### src/pkg/arf_regs.svh
// Purpose: Register map, field positions and timing counts for the result FIFO control
// Assumes: 100 MHz pclk, APB with 32-bit data, byte addresses
// Notes: Included by the design files by bare name
// How it works
// - byte-wide 8 KB ROM, one byte per word
// - control writes update all bits, no readback
// - timer or external falling edge starts conversion
// - push at later of end and rise
// - status bit 0 shows FIFO not empty
// - timer start: flag after 12 us and rise
// - external start: flag after delay and rise
// - FIFO read returns oldest and removes it
// - push beyond 16 results sets overflow flag
// - clear write resets error flags and FIFO
// - after clear FIFO holds one garbage word
// - signed select chooses two's complement output
// - straight binary gives 0000 to 0FFF
// - two's complement gives F800 to 07FF
// - zero configuration gives gain 1, channel 0
`ifndef ARF_REGS_SVH
`define ARF_REGS_SVH
`define ARF_ADDR_W 20
`define ARF_STATUS_OFS 20'h00000
`define ARF_FIFO_OFS 20'h00004
`define ARF_CONFIG_OFS 20'h00008
`define ARF_CLEAR_OFS 20'h0000C
`define ARF_ROM_FIRST 20'hF8000
`define ARF_ROM_LAST 20'hFFFFC
`define ARF_ST_AVAIL 0
`define ARF_ST_OVERFLOW 1
`define ARF_ST_OVERRUN 2
`define ARF_ST_BUSY 3
`define ARF_ST_COUNT_OUT 4
`define ARF_CFG_CHAN_LSB 0
`define ARF_CFG_GAIN_LSB 4
`define ARF_CFG_TBSEL 7
`define ARF_CFG_SIGNED 8
`define ARF_CFG_RESET 16'h0000
`define ARF_RESULT_W 12
`define ARF_FIFO_DEPTH 16
`define ARF_GARBAGE 12'h000
`define ARF_CLK_NS 10
`define ARF_CONV_TIME_NS 12000
`define ARF_CONV_CYCLES ((`ARF_CONV_TIME_NS + `ARF_CLK_NS - 1) / `ARF_CLK_NS)
`endif

### src/pkg/arf_pkg.sv
// Purpose: Types shared by the result FIFO control
// Assumes: Nothing
// Notes: One-hot conversion states
package arf_pkg;
   typedef enum logic [2:0] {
      ARF_IDLE = 3'b001,
      ARF_CONV = 3'b010,
      ARF_HOLD = 3'b100
   } arf_state_t;
   typedef logic [11:0] arf_result_t;
endpackage : arf_pkg

### src/pkg/arf_fifo_if.sv
// Purpose: Signals between the controller and the result store
// Assumes: Both ends on pclk
// Notes: ctrl drives push, pop and clear
`timescale 1ns/1ps
interface arf_fifo_if;
   logic push;
   logic pop;
   logic clear;
   arf_pkg::arf_result_t push_data;
   arf_pkg::arf_result_t pop_data;
   logic empty;
   logic full;
   modport ctrl (output push, output pop, output clear, output push_data,
                 input pop_data, input empty, input full);
   modport store (input push, input pop, input clear, input push_data,
                  output pop_data, output empty, output full);
endinterface : arf_fifo_if

### src/rtl/arf_top.sv
// Purpose: Conversion start, result FIFO and APB registers of the analog input path
// Assumes: Pins and ADC data are asynchronous and pass two flip-flops
// Notes: Reads complete with one wait state, ROM data one cycle after setup
`timescale 1ns/1ps
`include "arf_regs.svh"
module arf_top (
   input wire logic pclk,
   input wire logic presetn,
   input wire logic psel,
   input wire logic penable,
   input wire logic pwrite,
   input wire logic [19:0] paddr,
   input wire logic [31:0] pwdata,
   output logic [31:0] prdata,
   output logic pready,
   output logic pslverr,
   output logic [12:0] rom_addr,
   input wire logic [7:0] rom_data,
   input wire logic sample_timer_output,
   input wire logic sample_count_output,
   input wire logic ext_convert_n,
   input wire logic [11:0] adc_result,
   output logic adc_start,
   output logic [2:0] channel_select,
   output logic [2:0] gain_select,
   output logic timebase_select
);
   arf_fifo_if fif ();

   arf_fifo u_fifo (
      .pclk(pclk),
      .presetn(presetn),
      .fif(fif)
   );

   // Pin synchronisers
   logic tmr_s1;
   logic tmr_s2;
   logic tmr_d;
   logic cnt_s1;
   logic cnt_s2;
   logic ext_s1;
   logic ext_s2;
   logic ext_d;
   logic [11:0] res_s1;
   logic [11:0] res_s2;

   always_ff @(posedge pclk or negedge presetn)
   begin
      if (!presetn)
      begin
         tmr_s1 <= 1'b1;
         tmr_s2 <= 1'b1;
         tmr_d <= 1'b1;
         cnt_s1 <= 1'b1;
         cnt_s2 <= 1'b1;
         ext_s1 <= 1'b1;
         ext_s2 <= 1'b1;
         ext_d <= 1'b1;
         res_s1 <= 12'h000;
         res_s2 <= 12'h000;
      end
      else
      begin
         tmr_s1 <= sample_timer_output;
         tmr_s2 <= tmr_s1;
         tmr_d <= tmr_s2;
         cnt_s1 <= sample_count_output;
         cnt_s2 <= cnt_s1;
         ext_s1 <= ext_convert_n;
         ext_s2 <= ext_s1;
         ext_d <= ext_s2;
         res_s1 <= adc_result;
         res_s2 <= res_s1;
      end
   end

   logic tmr_fall;
   logic tmr_rise;
   logic ext_fall;
   logic ext_rise;

   assign tmr_fall = tmr_d & ~tmr_s2;
   assign tmr_rise = ~tmr_d & tmr_s2;
   assign ext_fall = ext_d & ~ext_s2;
   assign ext_rise = ~ext_d & ext_s2;

   // APB decode
   logic setup;
   logic capture;
   logic done;
   logic is_status;
   logic is_fifo;
   logic is_config;
   logic is_clear;
   logic is_rom;
   logic mapped;

   assign setup = psel & ~penable;
   assign capture = psel & penable & ~pready;
   assign done = psel & penable & pready;
   assign is_status = (paddr == `ARF_STATUS_OFS);
   assign is_fifo = (paddr == `ARF_FIFO_OFS);
   assign is_config = (paddr == `ARF_CONFIG_OFS);
   assign is_clear = (paddr == `ARF_CLEAR_OFS);
   assign is_rom = (paddr >= `ARF_ROM_FIRST) && (paddr <= `ARF_ROM_LAST)
                   && (paddr[1:0] == 2'b00);
   assign mapped = pwrite ? (is_config | is_clear | is_status | is_fifo)
                          : (is_status | is_fifo | is_rom);

   logic [15:0] cfg;
   logic clr_req;
   logic wr_cfg;

   assign wr_cfg = done & pwrite & is_config;
   assign clr_req = done & pwrite & is_clear;

   // Configuration is write-only; every bit is replaced on each write
   always_ff @(posedge pclk or negedge presetn)
   begin
      if (!presetn)
         cfg <= `ARF_CFG_RESET;
      else if (wr_cfg)
         cfg <= pwdata[15:0];
   end

   always_ff @(posedge pclk or negedge presetn)
   begin
      if (!presetn)
      begin
         channel_select <= 3'h0;
         gain_select <= 3'h0;
         timebase_select <= 1'b0;
      end
      else
      begin
         channel_select <= cfg[`ARF_CFG_CHAN_LSB +: 3];
         gain_select <= cfg[`ARF_CFG_GAIN_LSB +: 3];
         timebase_select <= cfg[`ARF_CFG_TBSEL];
      end
   end

   // Conversion sequencing
   arf_pkg::arf_state_t state;
   logic [10:0] timer;
   logic src_ext;
   logic rise_seen;
   logic src_rise;
   logic start_req;
   logic push_now;

   assign src_rise = src_ext ? ext_rise : tmr_rise;
   assign start_req = tmr_fall | ext_fall;
   assign push_now = ((state == arf_pkg::ARF_CONV) && (timer == 11'h000)
                      && (rise_seen || src_rise))
                     || ((state == arf_pkg::ARF_HOLD) && src_rise);

   always_ff @(posedge pclk or negedge presetn)
   begin
      if (!presetn)
      begin
         state <= arf_pkg::ARF_IDLE;
         timer <= 11'h000;
         src_ext <= 1'b0;
         rise_seen <= 1'b0;
      end
      else
      begin
         case (state)
            arf_pkg::ARF_IDLE:
            begin
               if (start_req)
               begin
                  src_ext <= ext_fall & ~tmr_fall;
                  timer <= 11'(`ARF_CONV_CYCLES - 1);
                  rise_seen <= 1'b0;
                  state <= arf_pkg::ARF_CONV;
               end
            end
            arf_pkg::ARF_CONV:
            begin
               if (src_rise)
                  rise_seen <= 1'b1;
               if (timer != 11'h000)
                  timer <= timer - 11'h001;
               else if (push_now)
                  state <= arf_pkg::ARF_IDLE;
               else
                  state <= arf_pkg::ARF_HOLD;
            end
            arf_pkg::ARF_HOLD:
            begin
               if (push_now)
                  state <= arf_pkg::ARF_IDLE;
            end
            default:
               state <= arf_pkg::ARF_IDLE;
         endcase
      end
   end

   always_ff @(posedge pclk or negedge presetn)
   begin
      if (!presetn)
         adc_start <= 1'b0;
      else
         adc_start <= (state == arf_pkg::ARF_IDLE) && start_req;
   end

   // FIFO traffic
   logic rd_pop;

   assign rd_pop = capture & ~pwrite & is_fifo;
   assign fif.push = push_now;
   assign fif.push_data = res_s2;
   assign fif.pop = rd_pop;
   assign fif.clear = clr_req;

   // Error flags; a new event wins over a clear in the same cycle
   logic overflow;
   logic overrun;
   logic set_ovf;
   logic set_ovr;

   assign set_ovf = push_now & fif.full;
   assign set_ovr = start_req & (state != arf_pkg::ARF_IDLE);

   always_ff @(posedge pclk or negedge presetn)
   begin
      if (!presetn)
         overflow <= 1'b0;
      else if (set_ovf)
         overflow <= 1'b1;
      else if (clr_req)
         overflow <= 1'b0;
   end

   always_ff @(posedge pclk or negedge presetn)
   begin
      if (!presetn)
         overrun <= 1'b0;
      else if (set_ovr)
         overrun <= 1'b1;
      else if (clr_req)
         overrun <= 1'b0;
   end

   // Output format of the head entry
   logic [15:0] fifo_word;

   always_comb
   begin
      if (cfg[`ARF_CFG_SIGNED])
         fifo_word = {{5{~fif.pop_data[11]}}, fif.pop_data[10:0]};
      else
         fifo_word = {4'h0, fif.pop_data};
   end

   logic [31:0] status_word;

   assign status_word = {27'h0000000, cnt_s2, state != arf_pkg::ARF_IDLE,
                         overrun, overflow, ~fif.empty};

   // APB answer: pready rises one cycle into the access phase
   always_ff @(posedge pclk or negedge presetn)
   begin
      if (!presetn)
         pready <= 1'b0;
      else
         pready <= capture;
   end

   always_ff @(posedge pclk or negedge presetn)
   begin
      if (!presetn)
         rom_addr <= 13'h0000;
      else if (setup && is_rom)
         rom_addr <= paddr[14:2];
   end

   always_ff @(posedge pclk or negedge presetn)
   begin
      if (!presetn)
      begin
         prdata <= 32'h00000000;
         pslverr <= 1'b0;
      end
      else if (capture)
      begin
         pslverr <= ~mapped;
         if (pwrite || !mapped)
            prdata <= 32'h00000000;
         else if (is_status)
            prdata <= status_word;
         else if (is_fifo)
            prdata <= {16'h0000, fifo_word};
         else
            prdata <= {24'h000000, rom_data};
      end
      else if (done)
      begin
         prdata <= 32'h00000000;
         pslverr <= 1'b0;
      end
   end
endmodule : arf_top

### src/rtl/arf_fifo.sv
// Purpose: Sixteen-entry result store in flip-flops
// Assumes: Pop on empty and push on full are ignored
// Notes: Clear leaves a single garbage word
`timescale 1ns/1ps
`include "arf_regs.svh"
module arf_fifo (
   input wire logic pclk,
   input wire logic presetn,
   arf_fifo_if.store fif
);
   arf_pkg::arf_result_t mem [`ARF_FIFO_DEPTH];
   logic [3:0] wr_ptr;
   logic [3:0] rd_ptr;
   logic [4:0] count;
   logic do_push;
   logic do_pop;

   assign do_push = fif.push & ~fif.full;
   assign do_pop = fif.pop & ~fif.empty;
   assign fif.empty = (count == 5'h00);
   assign fif.full = (count == 5'h10);
   assign fif.pop_data = mem[rd_ptr];

   genvar i;
   generate
      for (i = 0; i < `ARF_FIFO_DEPTH; i++)
      begin : g_entry
         always_ff @(posedge pclk or negedge presetn)
         begin
            if (!presetn)
               mem[i] <= 12'h000;
            else if (fif.clear && i == 0)
               mem[i] <= `ARF_GARBAGE;
            else if (!fif.clear && do_push && wr_ptr == 4'(i))
               mem[i] <= fif.push_data;
         end
      end
   endgenerate

   always_ff @(posedge pclk or negedge presetn)
   begin
      if (!presetn)
      begin
         wr_ptr <= 4'h0;
         rd_ptr <= 4'h0;
         count <= 5'h00;
      end
      else if (fif.clear)
      begin
         wr_ptr <= 4'h1;
         rd_ptr <= 4'h0;
         count <= 5'h01;
      end
      else
      begin
         if (do_push)
            wr_ptr <= wr_ptr + 4'h1;
         if (do_pop)
            rd_ptr <= rd_ptr + 4'h1;
         count <= count + {4'h0, do_push} - {4'h0, do_pop};
      end
   end
endmodule : arf_fifo

### config.mk
export PLATFORM = sky130hd
export DESIGN_NAME = arf_top
export DESIGN_NICKNAME = d
export VERILOG_FILES = /design/src/pkg/arf_pkg.sv /design/src/pkg/arf_fifo_if.sv /design/src/rtl/arf_top.sv /design/src/rtl/arf_fifo.sv
export VERILOG_INCLUDE_DIRS = /design/src /design/src/pkg
export SDC_FILE = /design/constraint.sdc
export NUM_CORES = 1
export LEC_CHECK = 0
export BUFFER_PORTS_ARGS = -buffer_cell sky130_fd_sc_hd__buf_2
export CAP_MARGIN = 20
export CORE_ASPECT_RATIO = 1.25
export CORE_MARGIN = 8
export CORE_UTILIZATION = 40
export DETAILED_ROUTE_END_ITERATION = 10
export GPL_ROUTABILITY_DRIVEN = 0
export PLACE_DENSITY = 0.66
export SYNTH_ARGS = -nofsm -noshare
export SYNTH_HDL_FRONTEND = slang
export SYNTH_SLANG_ARGS = --single-unit
### constraint.sdc
create_clock -name pclk -period 2.6 [get_ports pclk]
set_input_delay 0.39 -clock pclk [delete_from_list [all_inputs] [get_ports pclk]]
set_output_delay 0.39 -clock pclk [all_outputs]
set_load 0.02 [all_outputs]
==> flow_metrics.tcl, run 1 <==
set metrics [dict create \
    outcome "completed" \
    via_per_inst 5.26 \
    fin_crit_sh 0.965 \
    clk_latency_ns 0.56 \
    yosysWarningCount 0 \
    grt_max_degree 74 \
    path_clk_slew_ns 0.06 \
    dieHeight_microns 223 \
    drive_above_1_share 0.466 \
    max-cap-violations 0 \
    synth_area_per_cell_sq_um 14.3 \
    nNetsFinal 1207 \
    grt_use_total 0.153 \
    hold_viol 0 \
    start_util 0.401 \
    clk_path_buf_depth 3 \
    worst_ep_required_time_ns 3.09 \
    clock-sinks 299 \
    die_w_microns 182 \
    start_kind "register" \
    grt_pass1_vias 8812 \
    grtUsageMet1 0.199 \
    synth_area_sq_um 13700 \
    first_pass_iters 4 \
    num_rows 76 \
    powerDensity_nw_per_um2 637 \
    cp_max_fo 2 \
    fmax_mhz 399 \
    min_period_ns 2.51 \
    cts_buffers 29 \
    use_met3 0.0283 \
    n_antenna_cell 0 \
    wl_per_cell_microns 19.6 \
    total_leakage_power_nw 8.17 \
    final_cell_mix "288 x dfrtp_1, 129 x mux2_2, 93 x buf_2" \
    drt_iter0_drc 377 \
    final_area_sq_um 16500 \
    hpwl_microns 21000 \
    cts_tree "yes" \
    fill_cells 2921 \
    power_mw 10.5 \
    grt_pass1_wl_microns 50100 \
    rsz0062_at_grt "yes" \
    drc 0 \
    hold_class "primary input to register" \
    ant_nets 0 \
    arrival_ns 3.00 \
    tightest_slew_ns 0.767 \
    ys.flop_type "dfrtp_1" \
    synth_cell_types 62 \
    area_growth_pct 20.6 \
    crit_path_end_kind "register" \
    setup_violations 0 \
    finalClockSkew_ns 0.0261 \
    antenna_found_initial 0 \
    fin_hold_ws_ns 0.0649 \
    synth_edf_count 0 \
    relSlewSlack 0.487 \
    grt.met2_usage 0.256 \
    drt-total-wl_microns 30600 \
    placed_cell_area_sq_um 15100 \
    drv_slew 0 \
    path_class "register to register" \
    pre_cts_ws_ns -0.218 \
    syn_inst 959 \
    gr-total-overflow 0 \
    ys_ff_latch 299 \
    dieArea_sq_um 40500 \
    worst_slack_ns 0.0911 \
    vias 8220 \
    cts_root_buf "clkbuf_16" \
    busiest_layer "met2" \
    portBuffers 94 \
    boundaryPins 135 \
    synth-async-reset-ratio 1.00 \
    final_common_cell "dfrtp_1" \
    cts-htree-levels 1 \
    fp.coreArea_sq_um 34100 \
    ir_worst_vdd_uv 459 \
    synth-seq-area-share 0.547 \
]
## where the power goes
group | switching [mW] | internal, mW
sequential | 0.109 | 4.77
combinational | 0.415 | 0.312
clock | 1.80 | 3.13
## per-layer routing
layer,share of wire,up-vias
met2,0.48,220
met4,0.025,0
met3,0.061,52
met5,0,-
li1,-,3733
met1,0.43,4215
## cells in the mapped netlist (4+ instances only)
library cell | n | share of area
xor2_1 | 5 | 0.0032
and3_1 | 13 | 0.0059
a22oi_1 | 9 | 0.0049
mux2_4 | 70 | 0.077
inv_1 | 35 | 0.0096
nor3_1 | 9 | 0.0033
buf_4 | 23 | 0.013
buf_2 | 13 | 0.0047
mux2_2 | 129 | 0.11
buf_6 | 8 | 0.0066
nand4_1 | 7 | 0.0032
nand2b_1 | 6 | 0.0027
or3_4 | 6 | 0.0049
dfrtp_1 | 290 | 0.53
o21ai_0 | 25 | 0.0091
nand3_1 | 24 | 0.0088
a21oi_1 | 16 | 0.0058
clkbuf_1 | 28 | 0.0077
mux4_2 | 52 | 0.085
mux2i_1 | 13 | 0.0095
nor2_1 | 21 | 0.0058
nor2b_1 | 7 | 0.0032
nand2_1 | 42 | 0.012
a22o_1 | 5 | 0.0032
and2_1 | 4 | 0.0018
or3_1 | 9 | 0.0041
dfstp_2 | 9 | 0.017
nor4_1 | 7 | 0.0032
buf_1 | 8 | 0.0022
ha_1 | 14 | 0.013
## kinds of logic (layout without fill, tap and decap cells)
kind of cell    Yosys count  count (layout)  share of synthesized area
compound gates           79              79                     0.0379
xor+xnor                  7               7                    0.00447
flops                   299             299                      0.547
simple gates            176             176                     0.0728
other cells               1              16                   0.000274
buf+inv                 115             274                     0.0434
fa+ha+maj                15              15                     0.0142
mux                     267             267                      0.280
## layout make-up
cell class                      count  area (sq um)  share of cell area
Timing Repair Buffer              187          1390              0.0843
Inverter                           35           131             0.00795
Clock buffer                       37           826              0.0500
Sequential cell                   299          7500               0.454
Multi-Input combinational cell    560          5830               0.353
Clock inverter                     15           309              0.0187
Tap cell                          429           537              0.0325
## state kept, by name, summed over array words and instances (netlist names), 3 cells and up
name,cells
cfg,8
channel_select,3
fif.push_data,12
gain_select,3
prdata,13
res_s1,12
rom_addr,13
state,3
timer,11
u_fifo.count,5
u_fifo.mem,192
u_fifo.rd_ptr,4
u_fifo.wr_ptr,4
## timing repair
action | CTS | global route
endpoints found under the setup margin | 1 | 14
pin swaps | 2 | 3
endpoints found under the hold margin | 57 | 0
hold buffers | 16 | 0
gates resized for setup | 7 | 10
buffers inserted | 2 | 3
## path summary, 6_finish.rpt
check,start,to,slack [ns],cells after the start
setup / recovery,u_fifo.count[3],u_fifo.count[4],0.09,15
hold / removal,pwdata[4],cfg[4],0.06,2
setup reg to reg,u_fifo.count[3],u_fifo.count[4],0.09,15
hold reg to reg,res_s1[3],fif.push_data[3],0.34,0
max in group asynchronous,presetn,u_fifo.mem[90],1.47,3
min in group asynchronous,presetn,timer[4],0.34,2
## through the flow
stage	setup TNS, ns	util	instances
3_5_place_dp	-0.481	0.443	1489
2_1_floorplan	0	-	974
5_1_grt	-0.0621	0.484	1562
3_3_place_gp	-0.311	0.443	1489
4_1_cts	0	0.482	1559
6_report	0	0.484	1562
## critical path, stage by stage (launching register included)
cell and delay, ns:
dfrtp_1 0.39, inv_2 0.08, ha_4 0.13, nor4b_4 0.22, nand4b_1 0.19, inv_2 0.07, ha_4 0.26, inv_2 0.04
ha_4 0.15, inv_2 0.04, fa_2 0.19, inv_2 0.04, a21oi_2 0.10, nor2_1 0.06, or3_1 0.36, a21oi_2 0.12
Power figures use the tool's default switching activity.
==> run 2, diff against run 1 <==
PLACE_DENSITY = not set   (was 0.66)
==> flow_metrics.tcl, run 2 (synthesis results as in run 1) <==
set metrics [dict create \
    outcome "completed" \
    cts_buffers 30 \
    fin_crit_sh 0.984 \
    start_kind "register" \
    worstPathCellList "inv_2, ha_4, nor4b_4, nand4b_1, inv_2, ha_4, inv_2, ha_4, inv_2, fa_2, inv_2, a21oi_2, nor2_1, or3_1, a21oi_1" \
    boundaryPins 135 \
    crit_top_cell "inv_2" \
    setup_violations 0 \
    drv_slew 0 \
    drive_above_1_share 0.466 \
    final_cell_mix "288 x dfrtp_1, 129 x mux2_2, 93 x buf_2" \
    path_buf_inv 5 \
    die_w_microns 182 \
    pre_cts_ws_ns -0.120 \
    ir_worst_vdd_uv 451 \
    portBuffers 94 \
    power_mw 10.1 \
    relSlewSlack 0.587 \
    seq_area_sq_um 7500 \
    fill_cells 2973 \
    largest_register_ffs 192 \
    fin_hold_ws_ns 0.0601 \
    cp_max_fo 2 \
    layoutNonFillerInstCount 1569 \
    num_rows 76 \
    cts_root_buf "clkbuf_16" \
    clock-sinks 299 \
    dieArea_sq_um 40500 \
    hold_class "primary input to register" \
    reg_top3 "u_fifo.mem (192), prdata (13), rom_addr (13)" \
    ant_nets 0 \
    regMostFlops "u_fifo.mem" \
    path_class "register to register" \
    finalClockSkew_ns 0.00696 \
    drt-total-wl_microns 32000 \
    grt_pass1_wl_microns 51600 \
    fmax_mhz 391 \
    dieHeight_microns 223 \
    critical_path.top_delay_family "simple AND/OR/NAND/NOR gates" \
    powerDensity_nw_per_um2 615 \
    max-cap-violations 0 \
    drc 0 \
    clk_latency_ns 0.56 \
    n_antenna_cell 0 \
    first_pass_iters 4 \
    grt_pass1_vias 8936 \
    crit_slowest_cell "dfrtp_1" \
    rsz0062_at_grt "yes" \
    crit_path_end_kind "register" \
    worst_slack_ns 0.0418 \
    vias 8299 \
    hold_viol 0 \
    cts_tree "yes" \
    via_per_inst 5.29 \
    fin_util 0.482 \
    drt_iter0_drc 452 \
    arrival_ns 3.05 \
    grt_max_degree 76 \
    antenna_found_initial 0 \
    nNetsFinal 1211 \
    clk_path_buf_depth 3 \
    path_clk_slew_ns 0.06 \
    worst_ep_required_time_ns 3.09 \
    wl_per_cell_microns 20.4 \
    tightest_slew_ns 0.619 \
    total_leakage_power_nw 8.15 \
    multi_input_area_sq_um 5850 \
    gr-total-overflow 0 \
    hpwl_microns 21200 \
    final_common_cell "dfrtp_1" \
    fp.coreArea_sq_um 34100 \
    area_growth_pct 20.0 \
    cts-htree-levels 1 \
    grt_use_total 0.161 \
    post-place-cells 1494 \
    start_util 0.401 \
    min_period_ns 2.56 \
    max_stage_delay_ns 0.39 \
]
[run 2: what timing repair did]
| action | CTS | global route |
|---|---|---|
| endpoints found under the hold margin | 71 | 0 |
| pin swaps | 2 | 7 |
| endpoints found under the setup margin | 13 | 132 |
| gates resized for setup | 4 | 14 |
| setup buffers | 0 | 3 |
| hold buffers | 16 | 0 |
[run 2: final timing paths]
kind,startpoint,endpoint,slack [ns],depth (start not counted)
max in group asynchronous,presetn,gain_select[2],1.38,3
min in group asynchronous,presetn,res_s1[0],0.38,2
min,pwdata[6],cfg[6],0.06,2
max,u_fifo.count[3],u_fifo.count[4],0.04,15
min reg2reg,res_s1[5],fif.push_data[5],0.35,0
max reg2reg,u_fifo.count[3],u_fifo.count[4],0.04,15
[run 2: report_power, final]
| part | leakage, nW | switching (mW) | total (mW) | internal [mW] |
|---|---|---|---|---|
| logic | 3.69 | 0.413 | 0.727 | 0.315 |
| registers | 3.93 | 0.110 | 4.88 | 4.77 |
| clock network | 0.526 | 1.81 | 4.51 | 2.70 |
[run 2: metal layers]
layer / global-route usage / vias up / wire length, microns / share of wire
met3: 0.0283 / 66 / 1580 / 0.049
met4: 0.0601 / 0 / 995 / 0.031
met5: 0 / - / 0 / 0
li1: - / 3749 / - / -
met2: 0.274 / 213 / 15800 / 0.49
met1: 0.201 / 4271 / 13600 / 0.42
[run 2: cell type report]
type | instances | share of cell area
timing repair buffer | 190 | 0.0846
multi-input combinational | 560 | 0.355
sequential | 299 | 0.456
clock inverter | 13 | 0.00875
clock buffer | 43 | 0.0548
tap | 429 | 0.0326
inverter | 35 | 0.00799
[run 2: through the flow]
step | area [sq um] | setup TNS, ns
final | 16400 | 0
after global routing | 16400 | -0.782
after CTS | 16400 | 0
after detailed placement | 15100 | -0.461
after global placement | 15100 | -0.300
after floorplan | 13800 | 0
==> run 3, diff against run 2 <==
==> constraint.sdc (replaced) <==
create_clock -name pclk -period 2.6 [get_ports pclk]
set_input_delay 0.13 -clock pclk [delete_from_list [all_inputs] [get_ports pclk]]
set_output_delay 0.13 -clock pclk [all_outputs]
set_load 0.02 [all_outputs]
==> flow_metrics.tcl, run 3 (synthesis results as in run 1) <==
set metrics [dict create \
    cp_max_fo 2 \
    total_leakage_power_nw 8.20 \
    path_clk_slew_ns 0.06 \
    hold_viol 0 \
    grt_max_degree 71 \
    cts_tree "yes" \
    grt_use_total 0.155 \
    final_cell_mix "288 x dfrtp_1, 129 x mux2_2, 93 x buf_2" \
    regMostFlops "u_fifo.mem" \
    path_class "register to register" \
    rsz0062_at_grt "yes" \
    first_pass_iters 4 \
    n_antenna_cell 0 \
    powerDensity_nw_per_um2 605 \
    antenna_found_initial 0 \
    start_util 0.401 \
    finalClockSkew_ns 0.0131 \
    use_met3 0.0282 \
    fin_hold_ws_ns 0.0827 \
    ir_worst_vdd_uv 447 \
    num_rows 76 \
    min_period_ns 2.58 \
    boundaryPins 135 \
    hpwl_microns 20800 \
    setup_violations 0 \
    clk_latency_ns 0.56 \
    clock-sinks 299 \
    crit_path_end_kind "register" \
    fp.coreArea_sq_um 34100 \
    drv_slew 0 \
    arrival_ns 3.05 \
    cts_buffers 29 \
    gr-total-overflow 0 \
    drive_above_1_share 0.443 \
    outcome "completed" \
    cts_root_buf "clkbuf_16" \
    hold_class "primary input to async pin" \
    power_mw 10.0 \
    grt_pass1_vias 8973 \
    grtUsageMet1 0.207 \
    final_common_cell "dfrtp_1" \
    worst_ep_required_time_ns 3.08 \
    grt_pass1_wl_microns 50800 \
    ant_nets 0 \
    drt-total-wl_microns 31000 \
    largest_register_ffs 192 \
    drt_iter0_drc 379 \
    start_kind "register" \
    die_w_microns 182 \
    via_per_inst 5.21 \
    clk_path_buf_depth 3 \
    reg_top3 "u_fifo.mem (192), prdata (13), rom_addr (13)" \
    dieHeight_microns 223 \
    relSlewSlack 0.507 \
    area_growth_pct 21.2 \
    busiest_layer "met2" \
    pre_cts_ws_ns -0.0815 \
    grt.met2_usage 0.256 \
    fin_crit_sh 0.991 \
    vias 8269 \
    fmax_mhz 388 \
    dieArea_sq_um 40500 \
    drc 0 \
    worst_slack_ns 0.0243 \
    wl_per_cell_microns 19.6 \
    fill_cells 2912 \
    cts-htree-levels 1 \
    portBuffers 94 \
    max-cap-violations 0 \
    nNetsFinal 1230 \
    tightest_slew_ns 0.737 \
]
run 3: cell count changes in the layout (fill, tap and decap cells not counted), moves of 2 or more:
cell / previous run / this run
nor4_2: 2 / 4
buf_12: 12 / 14
clkbuf_8: 8 / 5
dlygate4sd3_1: 16 / 46
clkbuf_1: 4 / 6
clkbuf_16: 31 / 29
nor4_4: 4 / 1
buf_4: 68 / 56
clkinv_2: 9 / 7
run 3: area by class of cell:
class,count,area [sq um],share of cell area
well taps,429,537,0.0323
inverters,35,131,0.00791
repair buffers,210,1640,0.0988
clock buffers,40,817,0.0492
clock inverters,14,181,0.0109
flip-flops and latches,299,7500,0.451
multi-input cells,560,5800,0.349
run 3: where the power goes:
| part | internal, mW | leakage (nW) | switching (mW) |
|---|---|---|---|
| logic | 0.333 | 3.77 | 0.418 |
| clock network | 2.60 | 0.497 | 1.82 |
| registers | 4.77 | 3.93 | 0.112 |
| total | 7.70 | 8.20 | 2.35 |
run 3: repair_timing:
action,CTS,global route
hold buffers,46,0
endpoints found under the hold margin,300,0
setup buffers,3,4
endpoints found under the setup margin,3,51
gates resized for setup,5,12
pin swaps,2,8
run 3: per-stage QoR:
stage | area [sq um] | util | TNS (ns) | instances
after CTS | 16500 | 0.484 | 0 | 1583
after detailed placement | 15000 | 0.440 | -0.0822 | 1480
after floorplan | 13800 | - | 0 | 974
after global routing | 16600 | 0.487 | -0.125 | 1587
after global placement | 15000 | 0.440 | -0.0126 | 1480
final | 16600 | 0.487 | 0 | 1587
run 3: final timing paths:
path | depth (start not counted) | slack, ns | endpoint | from
setup / recovery | 15 | 0.02 | u_fifo.count[4] | u_fifo.count[3]
hold / removal | 2 | 0.08 | res_s1[11] | presetn
setup reg to reg | 15 | 0.02 | u_fifo.count[4] | u_fifo.count[3]
hold reg to reg | 0 | 0.35 | fif.push_data[10] | res_s1[10]
max in group asynchronous | 3 | 1.71 | u_fifo.mem[117] | presetn
min in group pclk | 4 | 0.08 | pready | psel
run 3: metal layers:
metal  wire [microns]  share of wire  vias to the layer above
met5                0              0                        -
met4              518          0.017                        0
met3             1660          0.053                       37
met2            14900           0.48                      196
met1            13900           0.45                     4256
li1                 -              -                     3780
run 3: critical path, cell delays in order, from the launching register on:
cell and delay [ns]:
dfrtp_1 0.39, inv_2 0.09, ha_4 0.13, nor4b_4 0.20
nand4b_1 0.19, inv_2 0.07, ha_4 0.26, inv_2 0.04
ha_4 0.15, inv_2 0.05, fa_2 0.19, inv_1 0.04
a21oi_1 0.13, nor2_1 0.06, or3_1 0.36, a21oi_1 0.15
